$ cat config.mk
export PLATFORM = sky130hd
export DESIGN_NAME = bafiu_core
export DESIGN_NICKNAME = d
export VERILOG_FILES = /design/src/logic/bafiu_shift.v /design/src/logic/bafiu_core.v
export VERILOG_INCLUDE_DIRS = /design/src /design/src/logic
export SDC_FILE = /design/constraint.sdc
export NUM_CORES = 1
export LEC_CHECK = 0
export ABC_CLOCK_PERIOD_IN_PS = 3500
export BUFFER_PORTS_ARGS = -buffer_cell sky130_fd_sc_hd__buf_2
export CORE_MARGIN = 2
export CORE_UTILIZATION = 25
export DETAILED_ROUTE_END_ITERATION = 10
export PLACE_DENSITY_LB_ADDON = 0.08
export SLEW_MARGIN = 40
export SYNTH_ARGS = -nofsm -noshare
export SYNTH_HDL_FRONTEND = slang
export SYNTH_SLANG_ARGS = --single-unit
$ cat constraint.sdc
create_clock -name clk_i -period 3.5 [get_ports clk_i]
set_input_delay 0.7 -clock clk_i [delete_from_list [all_inputs] [get_ports clk_i]]
set_output_delay 0.7 -clock clk_i [all_outputs]
set_load 0.02 [all_outputs]
$ cat src/logic/bafiu_consts.vh
// Opcode, flag position, reset value and cycle count constants of the branch and flag unit.
`ifndef BAFIU_CONSTS_VH
`define BAFIU_CONSTS_VH

// Flag positions inside the status flags register.
`define BAFIU_FLAG_C 0
`define BAFIU_FLAG_Z 1
`define BAFIU_FLAG_N 2
`define BAFIU_FLAG_V 3
`define BAFIU_FLAG_S 4
`define BAFIU_FLAG_H 5
`define BAFIU_FLAG_T 6
`define BAFIU_FLAG_I 7

// Reset value of the status flags register.
`define BAFIU_FLAGS_RST 8'h00

// Cycle counts: one for plain work, two for a taken branch.
`define BAFIU_CYC_ONE   2'h1
`define BAFIU_CYC_TAKEN 2'h2

// Skip instructions.
`define BAFIU_OP_SKIO_CLR  6'h00
`define BAFIU_OP_SKIO_SET  6'h01
`define BAFIU_OP_SKREG_CLR 6'h02
`define BAFIU_OP_SKREG_SET 6'h03

// Conditional relative branches.
`define BAFIU_OP_BR_IDX_SET 6'h04
`define BAFIU_OP_BR_IDX_CLR 6'h05
`define BAFIU_OP_BR_EQ      6'h08
`define BAFIU_OP_BR_NE      6'h09
`define BAFIU_OP_BR_CS      6'h0A
`define BAFIU_OP_BR_CC      6'h0B
`define BAFIU_OP_BR_SH      6'h0C
`define BAFIU_OP_BR_LO      6'h0D
`define BAFIU_OP_BR_MI      6'h0E
`define BAFIU_OP_BR_PL      6'h0F
`define BAFIU_OP_BR_GE      6'h10
`define BAFIU_OP_BR_LT      6'h11
`define BAFIU_OP_BR_HS      6'h12
`define BAFIU_OP_BR_HC      6'h13
`define BAFIU_OP_BR_TS      6'h14
`define BAFIU_OP_BR_TC      6'h15
`define BAFIU_OP_BR_VS      6'h16
`define BAFIU_OP_BR_VC      6'h17
`define BAFIU_OP_BR_IE      6'h18
`define BAFIU_OP_BR_ID      6'h19

// Shifts, rotates, bit transfer and interrupt enable on and off.
`define BAFIU_OP_SHIFT_UP    6'h20
`define BAFIU_OP_SHIFT_DOWN  6'h21
`define BAFIU_OP_ROT_UP      6'h22
`define BAFIU_OP_ROT_DOWN    6'h23
`define BAFIU_OP_ASHIFT_DOWN 6'h24
`define BAFIU_OP_BIT_STORE   6'h25
`define BAFIU_OP_BIT_LOAD    6'h26
`define BAFIU_OP_IRQ_ON      6'h27
`define BAFIU_OP_IRQ_OFF     6'h28

// Dedicated flag set and clear.
`define BAFIU_OP_SEC 6'h30
`define BAFIU_OP_CLC 6'h31
`define BAFIU_OP_SEN 6'h32
`define BAFIU_OP_CLN 6'h33
`define BAFIU_OP_SEZ 6'h34
`define BAFIU_OP_CLZ 6'h35
`define BAFIU_OP_SES 6'h36
`define BAFIU_OP_CLS 6'h37
`define BAFIU_OP_SEV 6'h38
`define BAFIU_OP_CLV 6'h39
`define BAFIU_OP_SET 6'h3A
`define BAFIU_OP_CLT 6'h3B
`define BAFIU_OP_SEH 6'h3C
`define BAFIU_OP_CLH 6'h3D

`endif

$ cat src/logic/bafiu_shift.v
// Shift and rotate datapath with its zero, carry, negative and overflow results.
`include "bafiu_consts.vh"

module bafiu_shift (
    // Operation and operand.
    input  wire [5:0] op_i,
    input  wire [7:0] val_i,
    input  wire       carry_i,
    // Result and flags.
    output reg  [7:0] res_o,
    output reg        c_o,
    output wire       z_o,
    output wire       n_o,
    output wire       v_o
);

    // Each form moves one bit out to carry; unknown codes pass the value through.
    always @* begin
        res_o = val_i;
        c_o   = carry_i;
        case (op_i)
            `BAFIU_OP_SHIFT_UP: begin
                res_o = {val_i[6:0], 1'b0};
                c_o   = val_i[7];
            end
            `BAFIU_OP_SHIFT_DOWN: begin
                res_o = {1'b0, val_i[7:1]};
                c_o   = val_i[0];
            end
            `BAFIU_OP_ROT_UP: begin
                res_o = {val_i[6:0], carry_i};
                c_o   = val_i[7];
            end
            `BAFIU_OP_ROT_DOWN: begin
                res_o = {carry_i, val_i[7:1]};
                c_o   = val_i[0];
            end
            `BAFIU_OP_ASHIFT_DOWN: begin
                res_o = {val_i[7], val_i[7:1]};
                c_o   = val_i[0];
            end
            default: begin
                res_o = val_i;
                c_o   = carry_i;
            end
        endcase
    end

    // Overflow follows negative xor carry so signed tests stay consistent after a shift.
    assign z_o = (res_o == 8'h00);
    assign n_o = res_o[7];
    assign v_o = n_o ^ c_o;

endmodule // bafiu_shift

$ cat src/logic/bafiu_core.v
// Execution unit for skips, flag branches, shifts, bit transfer and flag set and clear.
`include "bafiu_consts.vh"

// How it works
// - I/O skip when addressed bit is zero.
// - I/O skip when bit one, flags kept.
// - Indexed flag branch goes to PC+k+1.
// - Equal and not-equal follow zero flag.
// - Carry, lower and higher branches follow carry.
// - Minus and plus branches follow negative.
// - Signed branches follow negative xor overflow.
// - Half-carry branches follow half carry.
// - Transfer-bit branches follow T flag.
// - Overflow branches follow overflow flag.
// - Interrupt branches follow interrupt enable.
// - Logical shifts fill zero, update four flags.
// - Rotates pass through carry, one cycle.
// - Arithmetic shift right keeps sign bit.
// - Bit store copies register bit into T.
// - Bit load writes T into register bit.
// - Interrupt enable forced on or off.
// - Dedicated ops set or clear single flags.
// - Register skip tests chosen register bit.
module bafiu_core #(
    parameter PC_W = 16,
    parameter K_W  = 7
) (
    // Clock and reset.
    input  wire            clk_i,
    input  wire            resetn_i,
    // Instruction request.
    input  wire            exec_i,
    input  wire [5:0]      op_i,
    input  wire [2:0]      flag_sel_i,
    input  wire [K_W-1:0]  offset_i,
    input  wire [2:0]      bit_sel_i,
    input  wire [7:0]      reg_val_i,
    input  wire [7:0]      io_val_i,
    input  wire            next_two_i,
    output wire            ready_o,
    // External loads of program counter and flags.
    input  wire            pc_load_i,
    input  wire [PC_W-1:0] pc_load_val_i,
    input  wire            flags_load_i,
    input  wire [7:0]      flags_load_val_i,
    // Results.
    output wire            done_o,
    output wire [PC_W-1:0] pc_o,
    output wire [7:0]      flags_o,
    output wire [7:0]      rd_val_o,
    output wire            rd_we_o
);

    // Kinds of work that decide the program counter update.
    // Plain work always advances the counter by one word.
    localparam [1:0] KIND_PLAIN  = 2'h0;
    localparam [1:0] KIND_BRANCH = 2'h1;
    localparam [1:0] KIND_SKIP   = 2'h2;

    // Architectural state and its next values, then decode and datapath nets.
    reg  [PC_W-1:0] pc_q;
    reg  [PC_W-1:0] pc_d;
    reg  [7:0]      flags_q;
    reg  [7:0]      flags_d;
    reg  [7:0]      rd_val_q;
    reg  [7:0]      rd_val_d;
    reg             rd_we_q;
    reg             rd_we_d;
    reg  [1:0]      cnt_q;
    reg  [1:0]      cyc_d;
    reg             done_q;
    reg             cond;
    reg  [1:0]      kind;
    wire            accept;
    wire [7:0]      sh_res;
    wire            sh_c;
    wire            sh_z;
    wire            sh_n;
    wire            sh_v;
    wire [7:0]      bit_load_val;
    wire [PC_W-1:0] pc_inc;
    wire [PC_W-1:0] pc_rel;
    wire [PC_W-1:0] pc_skip;
    wire [1:0]      skip_words;

    // Flag aliases keep the condition table readable.
    // Positions come from the header, so the layout can move without touching logic.
    wire f_c = flags_q[`BAFIU_FLAG_C];
    wire f_z = flags_q[`BAFIU_FLAG_Z];
    wire f_n = flags_q[`BAFIU_FLAG_N];
    wire f_v = flags_q[`BAFIU_FLAG_V];
    wire f_h = flags_q[`BAFIU_FLAG_H];
    wire f_t = flags_q[`BAFIU_FLAG_T];
    wire f_i = flags_q[`BAFIU_FLAG_I];

    // The unit takes a new instruction only once the previous one has used its cycles.
    // ready_o is combinational so one-cycle work can follow back to back; a request
    // that meets ready_o low is not taken and must be held or repeated by the caller.
    assign ready_o = (cnt_q == 2'h0);
    assign accept  = exec_i & ready_o;

    // Shift and rotate datapath. It reads reg_val_i directly, so the operand only
    // has to stand at the accept edge; the unit keeps no copy of it.
    // Its flag outputs are ignored for every other opcode.
    bafiu_shift u_shift (
        .op_i    (op_i),
        .val_i   (reg_val_i),
        .carry_i (f_c),
        .res_o   (sh_res),
        .c_o     (sh_c),
        .z_o     (sh_z),
        .n_o     (sh_n),
        .v_o     (sh_v)
    );

    // Bit load replaces only the selected bit with T.
    // One comparator per bit avoids a write through a variable index.
    genvar g;
    generate
        for (g = 0; g < 8; g = g + 1) begin : g_bit_load
            assign bit_load_val[g] = (bit_sel_i == g) ? f_t : reg_val_i[g];
        end
    endgenerate

    // Program counter candidates; the offset is sign extended to the counter width.
    // All sums wrap at PC_W bits, as a program counter does at the top of memory.
    // The follower's length comes from next_two_i, since the unit never fetches it.
    assign pc_inc     = pc_q + {{(PC_W-1){1'b0}}, 1'b1};
    assign pc_rel     = pc_inc + {{(PC_W-K_W){offset_i[K_W-1]}}, offset_i};
    assign skip_words = next_two_i ? 2'h2 : 2'h1;
    assign pc_skip    = pc_inc + {{(PC_W-2){1'b0}}, skip_words};

    // Condition and kind of the requested instruction.
    // Decoding runs every cycle but only matters while accept is high.
    // Undefined codes fall to the plain kind and act as a one-cycle no-op.
    always @* begin
        cond = 1'b0;
        kind = KIND_BRANCH;
        case (op_i)
            `BAFIU_OP_SKIO_CLR: begin
                cond = ~io_val_i[bit_sel_i];
                kind = KIND_SKIP;
            end
            `BAFIU_OP_SKIO_SET: begin
                cond = io_val_i[bit_sel_i];
                kind = KIND_SKIP;
            end
            `BAFIU_OP_SKREG_CLR: begin
                cond = ~reg_val_i[bit_sel_i];
                kind = KIND_SKIP;
            end
            `BAFIU_OP_SKREG_SET: begin
                cond = reg_val_i[bit_sel_i];
                kind = KIND_SKIP;
            end
            `BAFIU_OP_BR_IDX_SET: cond = flags_q[flag_sel_i];
            `BAFIU_OP_BR_IDX_CLR: cond = ~flags_q[flag_sel_i];
            `BAFIU_OP_BR_EQ:      cond = f_z;
            `BAFIU_OP_BR_NE:      cond = ~f_z;
            `BAFIU_OP_BR_CS:      cond = f_c;
            `BAFIU_OP_BR_LO:      cond = f_c;
            `BAFIU_OP_BR_CC:      cond = ~f_c;
            `BAFIU_OP_BR_SH:      cond = ~f_c;
            `BAFIU_OP_BR_MI:      cond = f_n;
            `BAFIU_OP_BR_PL:      cond = ~f_n;
            `BAFIU_OP_BR_GE:      cond = ~(f_n ^ f_v);
            `BAFIU_OP_BR_LT:      cond = f_n ^ f_v;
            `BAFIU_OP_BR_HS:      cond = f_h;
            `BAFIU_OP_BR_HC:      cond = ~f_h;
            `BAFIU_OP_BR_TS:      cond = f_t;
            `BAFIU_OP_BR_TC:      cond = ~f_t;
            `BAFIU_OP_BR_VS:      cond = f_v;
            `BAFIU_OP_BR_VC:      cond = ~f_v;
            `BAFIU_OP_BR_IE:      cond = f_i;
            `BAFIU_OP_BR_ID:      cond = ~f_i;
            default:              kind = KIND_PLAIN;
        endcase
    end

    // Next counter and cycle budget; branches and skips never touch the flags.
    // The budget never exceeds three, so the two-bit counter cannot wrap.
    always @* begin
        case (kind)
            KIND_BRANCH: begin
                pc_d  = cond ? pc_rel : pc_inc;
                cyc_d = cond ? `BAFIU_CYC_TAKEN : `BAFIU_CYC_ONE;
            end
            KIND_SKIP: begin
                pc_d  = cond ? pc_skip : pc_inc;
                cyc_d = cond ? (`BAFIU_CYC_ONE + skip_words) : `BAFIU_CYC_ONE;
            end
            default: begin
                pc_d  = pc_inc;
                cyc_d = `BAFIU_CYC_ONE;
            end
        endcase
    end

    // Flag and register write effects of the plain instructions, each one cycle.
    // Shifts leave the signed flag alone; only its own set and clear ops move it.
    // rd_val_d holds when nothing is written, so rd_val_o keeps the last result.
    always @* begin
        flags_d  = flags_q;
        rd_val_d = rd_val_q;
        rd_we_d  = 1'b0;
        case (op_i)
            `BAFIU_OP_SHIFT_UP,
            `BAFIU_OP_SHIFT_DOWN,
            `BAFIU_OP_ROT_UP,
            `BAFIU_OP_ROT_DOWN,
            `BAFIU_OP_ASHIFT_DOWN: begin
                rd_val_d                = sh_res;
                rd_we_d                 = 1'b1;
                flags_d[`BAFIU_FLAG_C]  = sh_c;
                flags_d[`BAFIU_FLAG_Z]  = sh_z;
                flags_d[`BAFIU_FLAG_N]  = sh_n;
                flags_d[`BAFIU_FLAG_V]  = sh_v;
            end
            `BAFIU_OP_BIT_STORE: flags_d[`BAFIU_FLAG_T] = reg_val_i[bit_sel_i];
            `BAFIU_OP_BIT_LOAD: begin
                rd_val_d = bit_load_val;
                rd_we_d  = 1'b1;
            end
            `BAFIU_OP_IRQ_ON:  flags_d[`BAFIU_FLAG_I] = 1'b1;
            `BAFIU_OP_IRQ_OFF: flags_d[`BAFIU_FLAG_I] = 1'b0;
            `BAFIU_OP_SEC: flags_d[`BAFIU_FLAG_C] = 1'b1;
            `BAFIU_OP_CLC: flags_d[`BAFIU_FLAG_C] = 1'b0;
            `BAFIU_OP_SEN: flags_d[`BAFIU_FLAG_N] = 1'b1;
            `BAFIU_OP_CLN: flags_d[`BAFIU_FLAG_N] = 1'b0;
            `BAFIU_OP_SEZ: flags_d[`BAFIU_FLAG_Z] = 1'b1;
            `BAFIU_OP_CLZ: flags_d[`BAFIU_FLAG_Z] = 1'b0;
            `BAFIU_OP_SES: flags_d[`BAFIU_FLAG_S] = 1'b1;
            `BAFIU_OP_CLS: flags_d[`BAFIU_FLAG_S] = 1'b0;
            `BAFIU_OP_SEV: flags_d[`BAFIU_FLAG_V] = 1'b1;
            `BAFIU_OP_CLV: flags_d[`BAFIU_FLAG_V] = 1'b0;
            `BAFIU_OP_SET: flags_d[`BAFIU_FLAG_T] = 1'b1;
            `BAFIU_OP_CLT: flags_d[`BAFIU_FLAG_T] = 1'b0;
            `BAFIU_OP_SEH: flags_d[`BAFIU_FLAG_H] = 1'b1;
            `BAFIU_OP_CLH: flags_d[`BAFIU_FLAG_H] = 1'b0;
            default: begin
                flags_d  = flags_q;
                rd_val_d = rd_val_q;
                rd_we_d  = 1'b0;
            end
        endcase
    end

    // Architectural state. An accepted instruction wins over an external load in the
    // same cycle, since the core must not retire two updates of one register at once.
    // A load in the busy cycles of a taken branch or skip still lands, which lets a
    // debugger patch state between instructions.
    always @(posedge clk_i or negedge resetn_i) begin
        if (!resetn_i) begin
            pc_q     <= {PC_W{1'b0}};
            flags_q  <= `BAFIU_FLAGS_RST;
            rd_val_q <= 8'h00;
            rd_we_q  <= 1'b0;
        end else begin
            rd_we_q <= accept & rd_we_d;
            if (accept) begin
                pc_q     <= pc_d;
                flags_q  <= flags_d;
                rd_val_q <= rd_val_d;
            end else begin
                if (pc_load_i) begin
                    pc_q <= pc_load_val_i;
                end
                if (flags_load_i) begin
                    flags_q <= flags_load_val_i;
                end
            end
        end
    end

    // Cycle counter: holds off the next request for the extra cycles of taken work.
    // done_o rises in the cycle after the work, together with ready_o, so a caller that waits for it
    // finds pc_o and flags_o already settled.
    always @(posedge clk_i or negedge resetn_i) begin
        if (!resetn_i) begin
            cnt_q  <= 2'h0;
            done_q <= 1'b0;
        end else if (accept) begin
            cnt_q  <= cyc_d - `BAFIU_CYC_ONE;
            done_q <= (cyc_d == `BAFIU_CYC_ONE);
        end else if (cnt_q != 2'h0) begin
            cnt_q  <= cnt_q - 2'h1;
            done_q <= (cnt_q == 2'h1);
        end else begin
            done_q <= 1'b0;
        end
    end

    // Data outputs straight from flip-flops.
    // They cannot glitch, at the price of one cycle before a result shows.
    assign pc_o     = pc_q;
    assign flags_o  = flags_q;
    assign rd_val_o = rd_val_q;
    assign rd_we_o  = rd_we_q;
    assign done_o   = done_q;

endmodule // bafiu_core

==> results by group, run 1 <==
Outcome
  – Status: complete, no violations

Worst setup path
  – RR Startpoint: pc_o[2]$_DFFE_PN0P_
  – Critical Path AT: ~3.5 ns
  – Reg-to-Reg End: pc_o[15]$_DFFE_PN0P_
  – Crit end category: flop
  – Critical path class: flop to flop
  – Worst Setup EP: pc_o[15]$_DFFE_PN0P_
  – Critical Path Source: pc_o[2]$_DFFE_PN0P_
  – R2R setup slack: between 0.2 and 0.25 ns
  – CP max FO: 8
  – Startpoint Class: flop
  – WP data required: ~3.7 ns
  – Reg2reg path depth: 14

Synthesis
  – Gate Count Post-Synth: 628
  – Netlist cell types: just over 80
  – Async set-reset flop share out of synthesis: 100.0%
  – Sequential-to-total area share from yosys stat: a little under a fifth
  – Yosys warns: 0
  – Seq cells post-synth: 36
  – Synth top area share: a little under a fifth
  – Post-synth EDFFs: 0
  – Post-Syn Area per Cell: 7.669 sq um
  – Synth Net Count: 721
  – Synth area leader: dfrtp_1
  – Predominant post-synthesis flop cell: dfrtp_1
  – Synth area leaders: dfrtp_1, ha_1, mux2i_1
  – Post-Syn Area: 4816 sq um

Clock network
  – Clk root buf: clkbuf_16
  – CTS sink cnt: 36
  – Clock Path Buffers: 2
  – CTS tree: done
  – Clock insertion delay at the later pin of the skew report: about 0.3 ns
  – Hold Buf Count CTS: 0
  – TritonCTS buffer count: 5
  – Clk slew on worst S/H paths: approximately 0.070 ns
  – CTS H-tree lvls: 2

Final layout
  – Commonest non-fill, non-tap cell in the layout: buf_2
  – Most frequent cells in the layout: buf_2, nand2_1, a21oi_1
  – Layout overhead on the synthesized area: 24.71%
  – # diodes: 0
  – Cell area after layout: 6006 sq um
  – Share of layout cells above drive strength 1: about a quarter
  – Fill count: slightly above 2000
  – Post-layout util: 31.89%
  – Final #Nets: roughly 840

Placed design
  – Placed inst area: 5827 sq um
  – Dpl ws: ~0.028 ns
  – RePlAce Congestion: 0.9151
  – IO buf count: 99
  – Hpwl dp: approximately 15000 um

STA
  – Fin crit period: around 3.3 ns
  – Fmax: between 300 and 400 MHz
  – Slew Limit Fails: 0
  – Final worst-path cycle share: 93.15%
  – Worst-margin pin slew: 0.7445 ns
  – Final Hold Fails: 0
  – Relative slew slack: around half
  – Hold slack final: 0.3933 ns
  – Setup ws final: 0.2398 ns
  – Setup violators final: 0
  – Clk_skew: slightly below 0.009 ns
  – Setup TNS: 0 ns

Power and ir drop
  – Net Sw Frac: between 50% and 60%
  – Leak: 2.595 nW
  – PD cells: 737.3 nW/um^2
  – Psw: roughly 2.2 mW
  – Reg power frac: approximately 19%
  – Combinational power share: 68.4%
  – Max rail drop VDD: about 0.00025 V
  – Internal power: 2.213 mW
  – Clock Power Share: between 10 and 15%

Routing
  – DRC Markers: 0
  – Initial DRT Pass Iterations: 5
  – DRT antenna net count: 0
  – DRT Wirelength: around 18000 um
  – Avg WL per Cell: around 18 um
  – DRT iter0 DRCs: 375
  – Routed vias: about 5200
  – Vias per inst: between 5 and 6

Floorplan
  – FP Rows: 50
  – Die width: 142.8 um
  – Die ar.: ~20000 sq um
  – Initial Utilization: 25.57%
  – Die Y: 142.8 um
  – Core box area: approximately 19000 sq um
  – Number of top-level pins: 100

GRT
  – First-pass GRT wire length: between 20000 and 30000 um
  – Largest net degree at the start of global routing: 37
  – GRT Residual Overflow: 0
  – GRT Total Usage: 18.41%
  – Vias in the first global route: 5183
  – Initial antenna violation count: 0

Job
  – Max Cap Viol: 0

Worst hold path
  – Hold crit path type: input port to asynchronous set/reset pin
[cell type report]
type,instances,area [sq um],share of cell area [%]
Multi-Input combinational cell,521,3615,60.19
Sequential cell,36,900.9,15.00
Timing Repair Buffer,152,895.9,14.92
Tap cell,260,325.3,5.417
Clock buffer,5,125.1,2.083
Inverter,27,101.3,1.687
Clock inverter,3,42.54,0.7083
[through the flow]
stage	instances	total power, mW
after floorplan	628	2.762
after global placement	996	3.886
after detailed placement	996	3.892
after CTS	1004	4.469
after global routing	1004	4.816
final	1004	4.428
[power by group through the flow]
stage | Sequential (mW) | Clock (mW) | Combinational (mW)
2_1_floorplan | 0.971 | 0 | 1.79
3_3_place_gp | 0.858 | 0 | 3.03
3_5_place_dp | 0.862 | 0 | 3.03
4_1_cts | 0.857 | 0.562 | 3.05
5_1_grt | 0.889 | 0.571 | 3.36
6_report | 0.856 | 0.542 | 3.03
[metal layers]
metal	wire [um]	track usage (%)	share of wire, %	vias to the layer above
li1	-	-	-	2554
met3	863	2.716	4.7	10
met1	8858	26.11	48	2547
met5	0	0	0	-
met4	157	3.908	0.85	0
met2	8580	29.66	46	135
[state kept, by name, summed over array words and instances (netlist names)]
name / flops
rd_val_o: 8
pc_o: 16
done_o: 1
rd_we_o: 1
cnt_q: 2
flags_o: 8
[logic make-up after synthesis]
logic type	count (synthesis)	synth area share [%]
compound gates	194	26.60
xor+xnor	35	6.521
fa+ha+maj	28	7.586
buf+inv	71	6.469
flops	36	18.71
mux	41	10.31
simple gates	223	23.80
[worst min-delay path by stage]
stage | start | to | slack (ns) | cells after the start
after floorplan | resetn_i | cnt_q[0]$_DFFE_PN0P_ | 0.40 | 0
after global placement | cnt_q[0]$_DFFE_PN0P_ | cnt_q[0]$_DFFE_PN0P_ | 0.48 | 1
after detailed placement | cnt_q[0]$_DFFE_PN0P_ | cnt_q[0]$_DFFE_PN0P_ | 0.48 | 1
after CTS | resetn_i | pc_o[7]$_DFFE_PN0P_ | 0.41 | 1
after global routing | resetn_i | pc_o[9]$_DFFE_PN0P_ | 0.44 | 1
final | resetn_i | flags_o[6]$_DFFE_PN0P_ | 0.39 | 1
[cells in the mapped netlist, types with 4 or more instances]
master and number:
o21ai_0 36, o31ai_1 5, a221oi_1 4, xor2_1 14, a21o_1 6, xnor2_1 20
a31oi_1 10, mux2i_1 32, mux4_2 5, a211oi_1 8, clkbuf_1 26, nor2_1 50
buf_4 7, nand2_1 63, nor3b_1 7, o31a_1 4, buf_2 9, and3_1 6
a22oi_1 9, ha_1 26, and2_1 6, o22ai_1 6, a21oi_1 55, o211ai_1 5
nor4_1 6, nor3_1 17, a32oi_1 6, or4_1 4, nor2b_1 6, inv_1 26
o21a_1 5, nand2b_1 10, dfrtp_1 36, nand4_1 7, nand3_1 20
[worst max-delay path, stage by stage (launching register included)]
cell and delay [ns]:
dfrtp_1 0.55, nand2_2 0.14, nor2_1 0.11, nand2_1 0.07, xnor2_1 0.18, ha_1 0.36
nand2_1 0.08, or3_1 0.44, a211oi_1 0.27, buf_4 0.17, nor2_1 0.05, a21oi_1 0.27
mux2i_1 0.23, o21ai_0 0.10, a31oi_1 0.16
[repair_timing]
| action | 4_1_cts | 5_1_grt |
|---|---|---|
| buffers inserted | 0 | 0 |
| resized for setup | 0 | 3 |
| setup endpoints to repair | 0 | 2 |
No activity file was read; power rests on OpenSTA's default activity.
==> run 2: changes to the inputs <==
--- a/config.mk
+++ b/config.mk
@@ -6,9 +6,9 @@
 export SDC_FILE = /design/constraint.sdc
 export NUM_CORES = 1
 export LEC_CHECK = 0
-export ABC_CLOCK_PERIOD_IN_PS = 3500
+export ABC_CLOCK_PERIOD_IN_PS = 2900
 export BUFFER_PORTS_ARGS = -buffer_cell sky130_fd_sc_hd__buf_2
-export CORE_MARGIN = 2
+export CORE_MARGIN = 1.5
 export CORE_UTILIZATION = 25
 export DETAILED_ROUTE_END_ITERATION = 10
 export PLACE_DENSITY_LB_ADDON = 0.08
==> constraint.sdc (replaced) <==
create_clock -name clk_i -period 2.9 [get_ports clk_i]
set_input_delay 0.58 -clock clk_i [delete_from_list [all_inputs] [get_ports clk_i]]
set_output_delay 0.58 -clock clk_i [all_outputs]
set_load 0.02 [all_outputs]
==> run 2 against run 1 <==
Compared with the run above:
- the flow now finishes with violations (negative setup slack)
- register-to-register slack lost 0.28 ns
- cell area rose by 16%
- combinational power increased by 51%
- clock power up 7.2%
- utilization rose by 5.2 points
- non-clock buffer count up 92
- first-iteration DRC count is 3.2% higher
- count of clock-buffer cells in the layout rose by 3
- sequential power is 16% higher
- critical path depth fell by 1
- sequential share of layout area decreased by 1.9 points
- global-route usage is 0.39 points higher
- largest power group unchanged
==> results by group, run 2 (same netlist as run 1, synthesis figures left out) <==
STA
  – Setup ws final: -0.03597 ns (-0.2757 ns)
  – Worst-margin pin slew: 0.6449 ns (-0.09958 ns)
  – Relative slew slack: 57.01% (+6.6 points)
  – Fin crit period: 2.936 ns (-0.3243 ns)
  – Final Hold Fails: 0 (unchanged)
  – Fmax: 340.6 MHz (+11%)
  – Slew Limit Fails: 0 (unchanged)
  – Final worst-path cycle share: 101.2% (+8.1 points)
  – RSZ-0062 raised after global routing: true
  – Setup TNS: -0.09698 ns (-0.09698 ns)
  – Setup violators final: 3 (+3)
  – Clk_skew: 0.01308 ns (+0.004137 ns)

Worst setup path
  – CP cell instances: ha_4 -> nand3_1 -> xor2_1 -> inv_1 -> ha_4 -> nand2_1 -> or3_4 -> a211oi_2 -> nor2_1 -> a21oi_2 -> mux2i_1 -> o21ai_0 -> a31oi_1
  – R2R setup slack: -0.04 ns (-0.28 ns)
  – CP max FO: 4 (-4)
  – Reg2reg path depth: 13 (-1)
  – Crit end category: flop
  – Cell mode on critical path: ha_4
  – Startpoint Class: flop
  – Slowest cell on the critical path: dfrtp_2
  – RR Startpoint: pc_o[1]$_DFFE_PN0P_
  – Reg-to-Reg End: pc_o[15]$_DFFE_PN0P_
  – Critical path class: flop to flop
  – WP data required: 3.12 ns (-0.59 ns)
  – Critical Path AT: 3.15 ns (-0.32 ns)
  – Buf/Inv on CP: 1 (unchanged)
  – CP max stage delay: 0.44 ns (-0.11 ns)
  – CP delay by family, top: compound AO/OA/AOI/OAI gates

Floorplan
  – Initial Utilization: 25.66% (+0.085 points)
  – FP Rows: 50 (unchanged)
  – Core box area: 18770 sq um (-0.33%)
  – Number of top-level pins: 100 (unchanged)
  – Die width: 141.8 um (-0.70%)
  – Die Y: 141.8 um (-0.70%)
  – Die ar.: 20100 sq um (-1.4%)

Outcome
  – Status: finished, violations left
  – Failing checks: negative setup slack

GRT
  – Largest net degree at the start of global routing: 37 (unchanged)
  – Global Route met1 Usage: 26.77% (+0.66 points)
  – First-pass GRT wire length: 29580 um (+1.8%)
  – Initial antenna violation count: 0 (unchanged)
  – GR peak layer: met2
  – GRT Residual Overflow: 0 (unchanged)
  – Met2 Track Usage GR: 29.73% (+0.075 points)
  – M3 GR Usage: 2.801% (+0.085 points)
  – GRT Total Usage: 18.80% (+0.39 points)
  – Vias in the first global route: 5468 (+5.5%)

Final layout
  – Largest register FFs: 16 (unchanged)
  – Layout overhead on the synthesized area: 44.48%
  – Fill count: 1988 (-3.9%)
  – Commonest non-fill, non-tap cell in the layout: buf_4
  – # diodes: 0 (unchanged)
  – Final std cells w/o fill: 1070 (+6.6%)
  – Final #Nets: 928 (+11%)
  – Most frequent cells in the layout: buf_4, buf_2, nand2_1
  – Share of layout cells above drive strength 1: 38.52% (+13 points)
  – Cell area after layout: 6958 sq um (+16%)

Power and ir drop
  – PD cells: 886.6 nW/um^2 (+20%)
  – Internal power: 3.210 mW (+45%)
  – Net Sw Frac: 47.96% (-2.1 points)
  – Max rail drop VDD: 0.0004514 V (+78%)
  – Power consumption: 6.169 mW (+39%)
  – Combinational power share: 74.5% (+6.1 points)
  – Leak: 3.130 nW (+21%)
  – Reg power frac: 16.1% (-3.2 points)
  – Clock Power Share: 9.4% (-2.8 points)
  – Psw: 2.958 mW (+34%)

Clock network
  – Clk root buf: clkbuf_16
  – CTS H-tree lvls: 2 (unchanged)
  – TritonCTS buffer count: 5 (unchanged)
  – Hold Buf Count CTS: 0 (unchanged)
  – CTS tree: done
  – CTS sink cnt: 36 (unchanged)
  – Clock Path Buffers: 2 (unchanged)
  – Clock insertion delay at the later pin of the skew report: 0.30 ns (about the same)
  – Clk slew on worst S/H paths: 0.07 ns (about the same)

Placed design
  – Dpl ws: -0.2901 ns (-0.3185 ns)
  – Placed inst area: 6560 sq um (+13%)
  – Dpl cells: 1058 (+6.2%)
  – RePlAce Congestion: 0.8154 (-11%)
  – Hpwl dp: 14870 um (+2.1%)
  – IO buf count: 99 (unchanged)

Routing
  – DRT iter0 DRCs: 387 (+3.2%)
  – DRT antenna net count: 0 (unchanged)
  – DRT Wirelength: 18840 um (+2.1%)
  – Initial DRT Pass Iterations: 5 (unchanged)
  – Vias per inst: 5.216 (-0.18%)
  – DRC Markers: 0 (unchanged)
  – Routed vias: 5581 (+6.4%)
  – Avg WL per Cell: 17.61 um (-4.2%)

Job
  – Max Cap Viol: 0 (unchanged)

Worst hold path
  – Hold crit path type: input port to asynchronous set/reset pin
-- run 2: cell count changes in the layout (fill, tap and decap cells not counted), moves of 3 or more --
cell | before | now
a21oi_2 | 1 | 7
buf_4 | 54 | 143
dfrtp_1 | 36 | 30
ha_4 | 0 | 4
a21oi_1 | 55 | 48
ha_1 | 26 | 21
nor3_1 | 17 | 14
xnor2_1 | 20 | 16
a211oi_1 | 8 | 5
nor3_4 | 0 | 3
xnor2_2 | 1 | 5
dfrtp_2 | 0 | 6
-- run 2: repair_timing --
action,in CTS,in global routing
pin swaps,18,17
gates resized for setup,19,27
endpoints found under the setup margin,7,15
setup buffers,1,4
-- run 2: how the worst max path moves through the flow --
stage                              startpoint                    to  slack [ns]  cells past startpoint
after floorplan           pc_o[0]$_DFFE_PN0P_  pc_o[11]$_DFFE_PN0P_       -0.04                     14
after global placement           bit_sel_i[0]  pc_o[14]$_DFFE_PN0P_       -0.26                      9
after detailed placement         bit_sel_i[0]   pc_o[1]$_DFFE_PN0P_       -0.29                     10
after CTS                 pc_o[0]$_DFFE_PN0P_  pc_o[15]$_DFFE_PN0P_       -0.06                     12
after global routing      pc_o[2]$_DFFE_PN0P_  pc_o[15]$_DFFE_PN0P_       -0.23                     14
final                     pc_o[1]$_DFFE_PN0P_  pc_o[15]$_DFFE_PN0P_       -0.04                     13
-- run 2: layer usage --
metal | up-vias | routed length [um]
met4 | 0 | 303
met2 | 149 | 8548
met3 | 24 | 819
met5 | - | 0
met1 | 2678 | 9171
li1 | 2730 | -
-- run 2: metrics by stage --
| step | hold WS (ns) | util [%] |
|---|---|---|
| CTS | 0.2930 | 36.23 |
| detailed placement | 0.4739 | 34.95 |
| floorplan | 0.2844 | - |
| finish | 0.2781 | 37.07 |
| global route | 0.3116 | 37.07 |
| global placement | 0.4751 | 34.94 |
-- run 2: layout make-up --
class | count | area, sq um | area share (%)
clock buffers | 8 | 146.4 | 2.104
inverters | 27 | 102.6 | 1.475
well taps | 234 | 292.8 | 4.208
multi-input cells | 521 | 3892 | 55.94
flip-flops and latches | 36 | 908.4 | 13.06
repair buffers | 244 | 1615 | 23.22
-- run 2: worst reg2reg max path, stage by stage (launching register included) --
cell      delay [ns]
dfrtp_2         0.44
ha_4            0.19
nand3_1         0.10
xor2_1          0.15
inv_1           0.09
ha_4            0.28
nand2_1         0.10
or3_4           0.43
a211oi_2        0.32
nor2_1          0.12
a21oi_2         0.17
mux2i_1         0.21
o21ai_0         0.10
a31oi_1         0.16
-- run 2: power groups by stage --
| stage | Combinational [mW] | Sequential (mW) | Clock, mW |
|---|---|---|---|
| 2_1_floorplan | 2.25 | 1.18 | 0 |
| 3_3_place_gp | 4.28 | 0.987 | 0 |
| 3_5_place_dp | 4.29 | 0.989 | 0 |
| 4_1_cts | 4.45 | 0.992 | 0.597 |
| 5_1_grt | 5.04 | 1.03 | 0.613 |
| 6_report | 4.59 | 0.993 | 0.581 |
==> run 3: changes to the inputs <==
--- a/config.mk
+++ b/config.mk
@@ -6,13 +6,13 @@
 export SDC_FILE = /design/constraint.sdc
 export NUM_CORES = 1
 export LEC_CHECK = 0
-export ABC_CLOCK_PERIOD_IN_PS = 2900
+export ABC_CLOCK_PERIOD_IN_PS = 2540
 export BUFFER_PORTS_ARGS = -buffer_cell sky130_fd_sc_hd__buf_2
 export CORE_MARGIN = 1.5
 export CORE_UTILIZATION = 25
 export DETAILED_ROUTE_END_ITERATION = 10
 export PLACE_DENSITY_LB_ADDON = 0.08
-export SLEW_MARGIN = 40
+export SKIP_CTS_REPAIR_TIMING = 1
 export SYNTH_ARGS = -nofsm -noshare
 export SYNTH_HDL_FRONTEND = slang
 export SYNTH_SLANG_ARGS = --single-unit
==> constraint.sdc (replaced) <==
create_clock -name clk_i -period 2.54 [get_ports clk_i]
set_input_delay 0.508 -clock clk_i [delete_from_list [all_inputs] [get_ports clk_i]]
set_output_delay 0.508 -clock clk_i [all_outputs]
set_load 0.02 [all_outputs]
==> run 3 against run 2 <==
Compared with the run above:
- the flow still finishes with violations (negative setup slack)
- critical path depth unchanged
- worst setup slack got worse by 0.37 ns
- count of clock-buffer cells in the layout is 2 lower
- clock skew shrank 0.0015 ns
- die area did not move
- via count rose by 4.1%
- sequential cell count unchanged
- combinational power rose by 29%
- non-clock buffer count up 53
- fmax decreased by 0.28%
- final cell count increased by 5.0%
- first-iteration DRC count shrank 22%
- critical path type unchanged
- critical endpoint is now pc_o[11]$_DFFE_PN0P_
- largest power group unchanged
==> results by group, run 3 (same netlist as run 1, synthesis figures left out) <==
GRT
  – Vias in the first global route: 5621 (+2.8%)
  – Largest net degree at the start of global routing: 23 (-38%)
  – Initial antenna violation count: 0 (unchanged)
  – First-pass GRT wire length: 31220 um (+5.6%)
  – GRT Residual Overflow: 0 (unchanged)
  – GRT Total Usage: 19.73% (+0.93 points)

STA
  – Setup ws final: -0.4041 ns (-0.3682 ns)
  – Final Hold Fails: 0 (unchanged)
  – Setup violators final: 16 (+13)
  – Fmax: 339.7 MHz (-0.28%)
  – RSZ-0062 raised after global routing: true
  – Hold slack final: 0.2317 ns (-0.04635 ns)
  – Final worst-path cycle share: 115.9% (+15 points)
  – Fin crit period: 2.944 ns (+0.008174 ns)
  – Relative slew slack: 56.05% (-0.95 points)
  – Worst-margin pin slew: 0.6592 ns (+0.01431 ns)
  – Slew Limit Fails: 0 (unchanged)
  – Clk_skew: 0.01161 ns (-0.001466 ns)

Routing
  – Initial DRT Pass Iterations: 6 (+1)
  – Routed vias: 5811 (+4.1%)
  – Vias per inst: 5.170 (-0.88%)
  – Avg WL per Cell: 17.92 um (+1.8%)
  – DRC Markers: 0 (unchanged)
  – DRT antenna net count: 0 (unchanged)
  – DRT Wirelength: 20150 um (+6.9%)
  – DRT iter0 DRCs: 302 (-22%)

Placed design
  – Dpl ws: -0.6023 ns (-0.3123 ns)
  – IO buf count: 99 (unchanged)
  – Placed inst area: 6970 sq um (+6.3%)
  – Hpwl dp: 15820 um (+6.3%)
  – Dpl cells: 1100 (+4.0%)
  – RePlAce Congestion: 0.8679 (+6.4%)

Worst setup path
  – CP max stage delay: 0.46 ns (+0.02 ns)
  – Critical Path AT: 3.15 ns (about the same)
  – CP cell instances: ha_4 -> nand3_2 -> xor2_1 -> inv_1 -> ha_4 -> a21o_1 -> a2111oi_4 -> a21oi_2 -> a221o_1 -> a21oi_2 -> xnor2_1 -> a21oi_1 -> a32oi_1
  – Crit end category: flop
  – Slowest cell on the critical path: dfrtp_2
  – CP max FO: 6 (+2)
  – Startpoint Class: flop
  – Critical path class: flop to flop
  – WP data required: 2.75 ns (-0.37 ns)

Clock network
  – CTS sink cnt: 36 (unchanged)
  – Clock Path Buffers: 2 (unchanged)
  – CTS H-tree lvls: 2 (unchanged)
  – TritonCTS buffer count: 5 (unchanged)
  – CTS tree: done
  – Clk root buf: clkbuf_16
  – Clk slew on worst S/H paths: 0.06 ns (about the same)
  – Clock insertion delay at the later pin of the skew report: 0.29 ns (about the same)

Power and ir drop
  – Internal power: 4.137 mW (+29%)
  – Combinational power share: 76.3% (+1.8 points)
  – Max rail drop VDD: 0.0003573 V (-21%)
  – Reg power frac: 14.3% (-1.8 points)
  – Power consumption: 7.734 mW (+25%)
  – Leak: 3.421 nW (+9.3%)
  – Clock Power Share: 9.4% (about the same)
  – Net Sw Frac: 46.51% (-1.5 points)
  – PD cells: 1009 nW/um^2 (+14%)
  – Psw: 3.597 mW (+22%)

Final layout
  – Final std cells w/o fill: 1124 (+5.0%)
  – # diodes: 0 (unchanged)
  – Share of layout cells above drive strength 1: 46.85% (+8.3 points)
  – Most frequent cells in the layout: buf_4, buf_2, nand2_1
  – Cell area after layout: 7665 sq um (+10%)
  – Layout overhead on the synthesized area: 59.16%
  – Final #Nets: 982 (+5.8%)
  – Commonest non-fill, non-tap cell in the layout: buf_4
  – Largest register FFs: 16 (unchanged)

Outcome
  – Status: finished, violations left
  – Failing checks: negative setup slack

Worst hold path
  – Hold crit path type: input port to asynchronous set/reset pin

Floorplan
  – Die ar.: 20100 sq um (unchanged)
  – FP Rows: 50 (unchanged)
  – Die width: 141.8 um (unchanged)
  – Core box area: 18770 sq um (unchanged)
  – Number of top-level pins: 100 (unchanged)
  – Initial Utilization: 25.66% (unchanged)
  – Die Y: 141.8 um (unchanged)

Job
  – Max Cap Viol: 0 (unchanged)
## run 3: path summary, 6_finish.rpt
kind	startpoint	to	slack [ns]	cells after the start
setup / recovery	pc_o[0]$_DFFE_PN0P_	pc_o[11]$_DFFE_PN0P_	-0.40	13
hold / removal	resetn_i	flags_o[5]$_DFFE_PN0P_	0.23	1
min in group clk_i	flags_load_val_i[6]	flags_o[6]$_DFFE_PN0P_	0.50	3
setup reg to reg	pc_o[0]$_DFFE_PN0P_	pc_o[11]$_DFFE_PN0P_	-0.40	13
max in group asynchronous	resetn_i	flags_o[2]$_DFFE_PN0P_	1.63	2
hold reg to reg	cnt_q[0]$_DFFE_PN0P_	cnt_q[0]$_DFFE_PN0P_	0.50	1
## run 3: layer usage
metal  part of all wire, %  track usage [%]  wire [um]  vias to the layer above
met5                     0                0          0                        -
met4                   1.0            3.907        209                        0
met3                   3.7            2.430        750                       12
met2                    45            30.89       9089                      131
met1                    50            29.03      10100                     2817
li1                      -                -          -                     2851
## run 3: power groups by stage
stage	sequential [mW]	clock (mW)	combinational, mW
2_1_floorplan	1.36	0	2.68
6_report	1.10	0.729	5.90
3_3_place_gp	1.10	0	5.18
5_1_grt	1.14	0.779	6.40
4_1_cts	1.10	0.758	5.24
3_5_place_dp	1.10	0	5.21
## run 3: cell type report
type / instances / area, sq um
fill: 1966 / 11100
multi-input combinational: 522 / 4153
timing repair buffer: 297 / 2044
sequential: 36 / 908.4
tap: 234 / 292.8
clock buffer: 6 / 128.9
inverter: 27 / 102.6
clock inverter: 2 / 35.03
## run 3: critical path, delay by kind of cell, from the launching register on
kind,cells,cell delay [ns]
flops,1,0.46
simple gates,1,0.06
buf+inv,1,0.09
xor+xnor,2,0.28
fa+ha+maj,2,0.47
compound gates,7,1.51
## run 3: stage by stage
step	setup TNS, ns	util (%)
2_1_floorplan	-1.614	-
3_3_place_gp	-8.286	37.14
3_5_place_dp	-8.669	37.14
4_1_cts	-5.114	38.01
5_1_grt	-5.618	40.84
6_report	-3.167	40.84
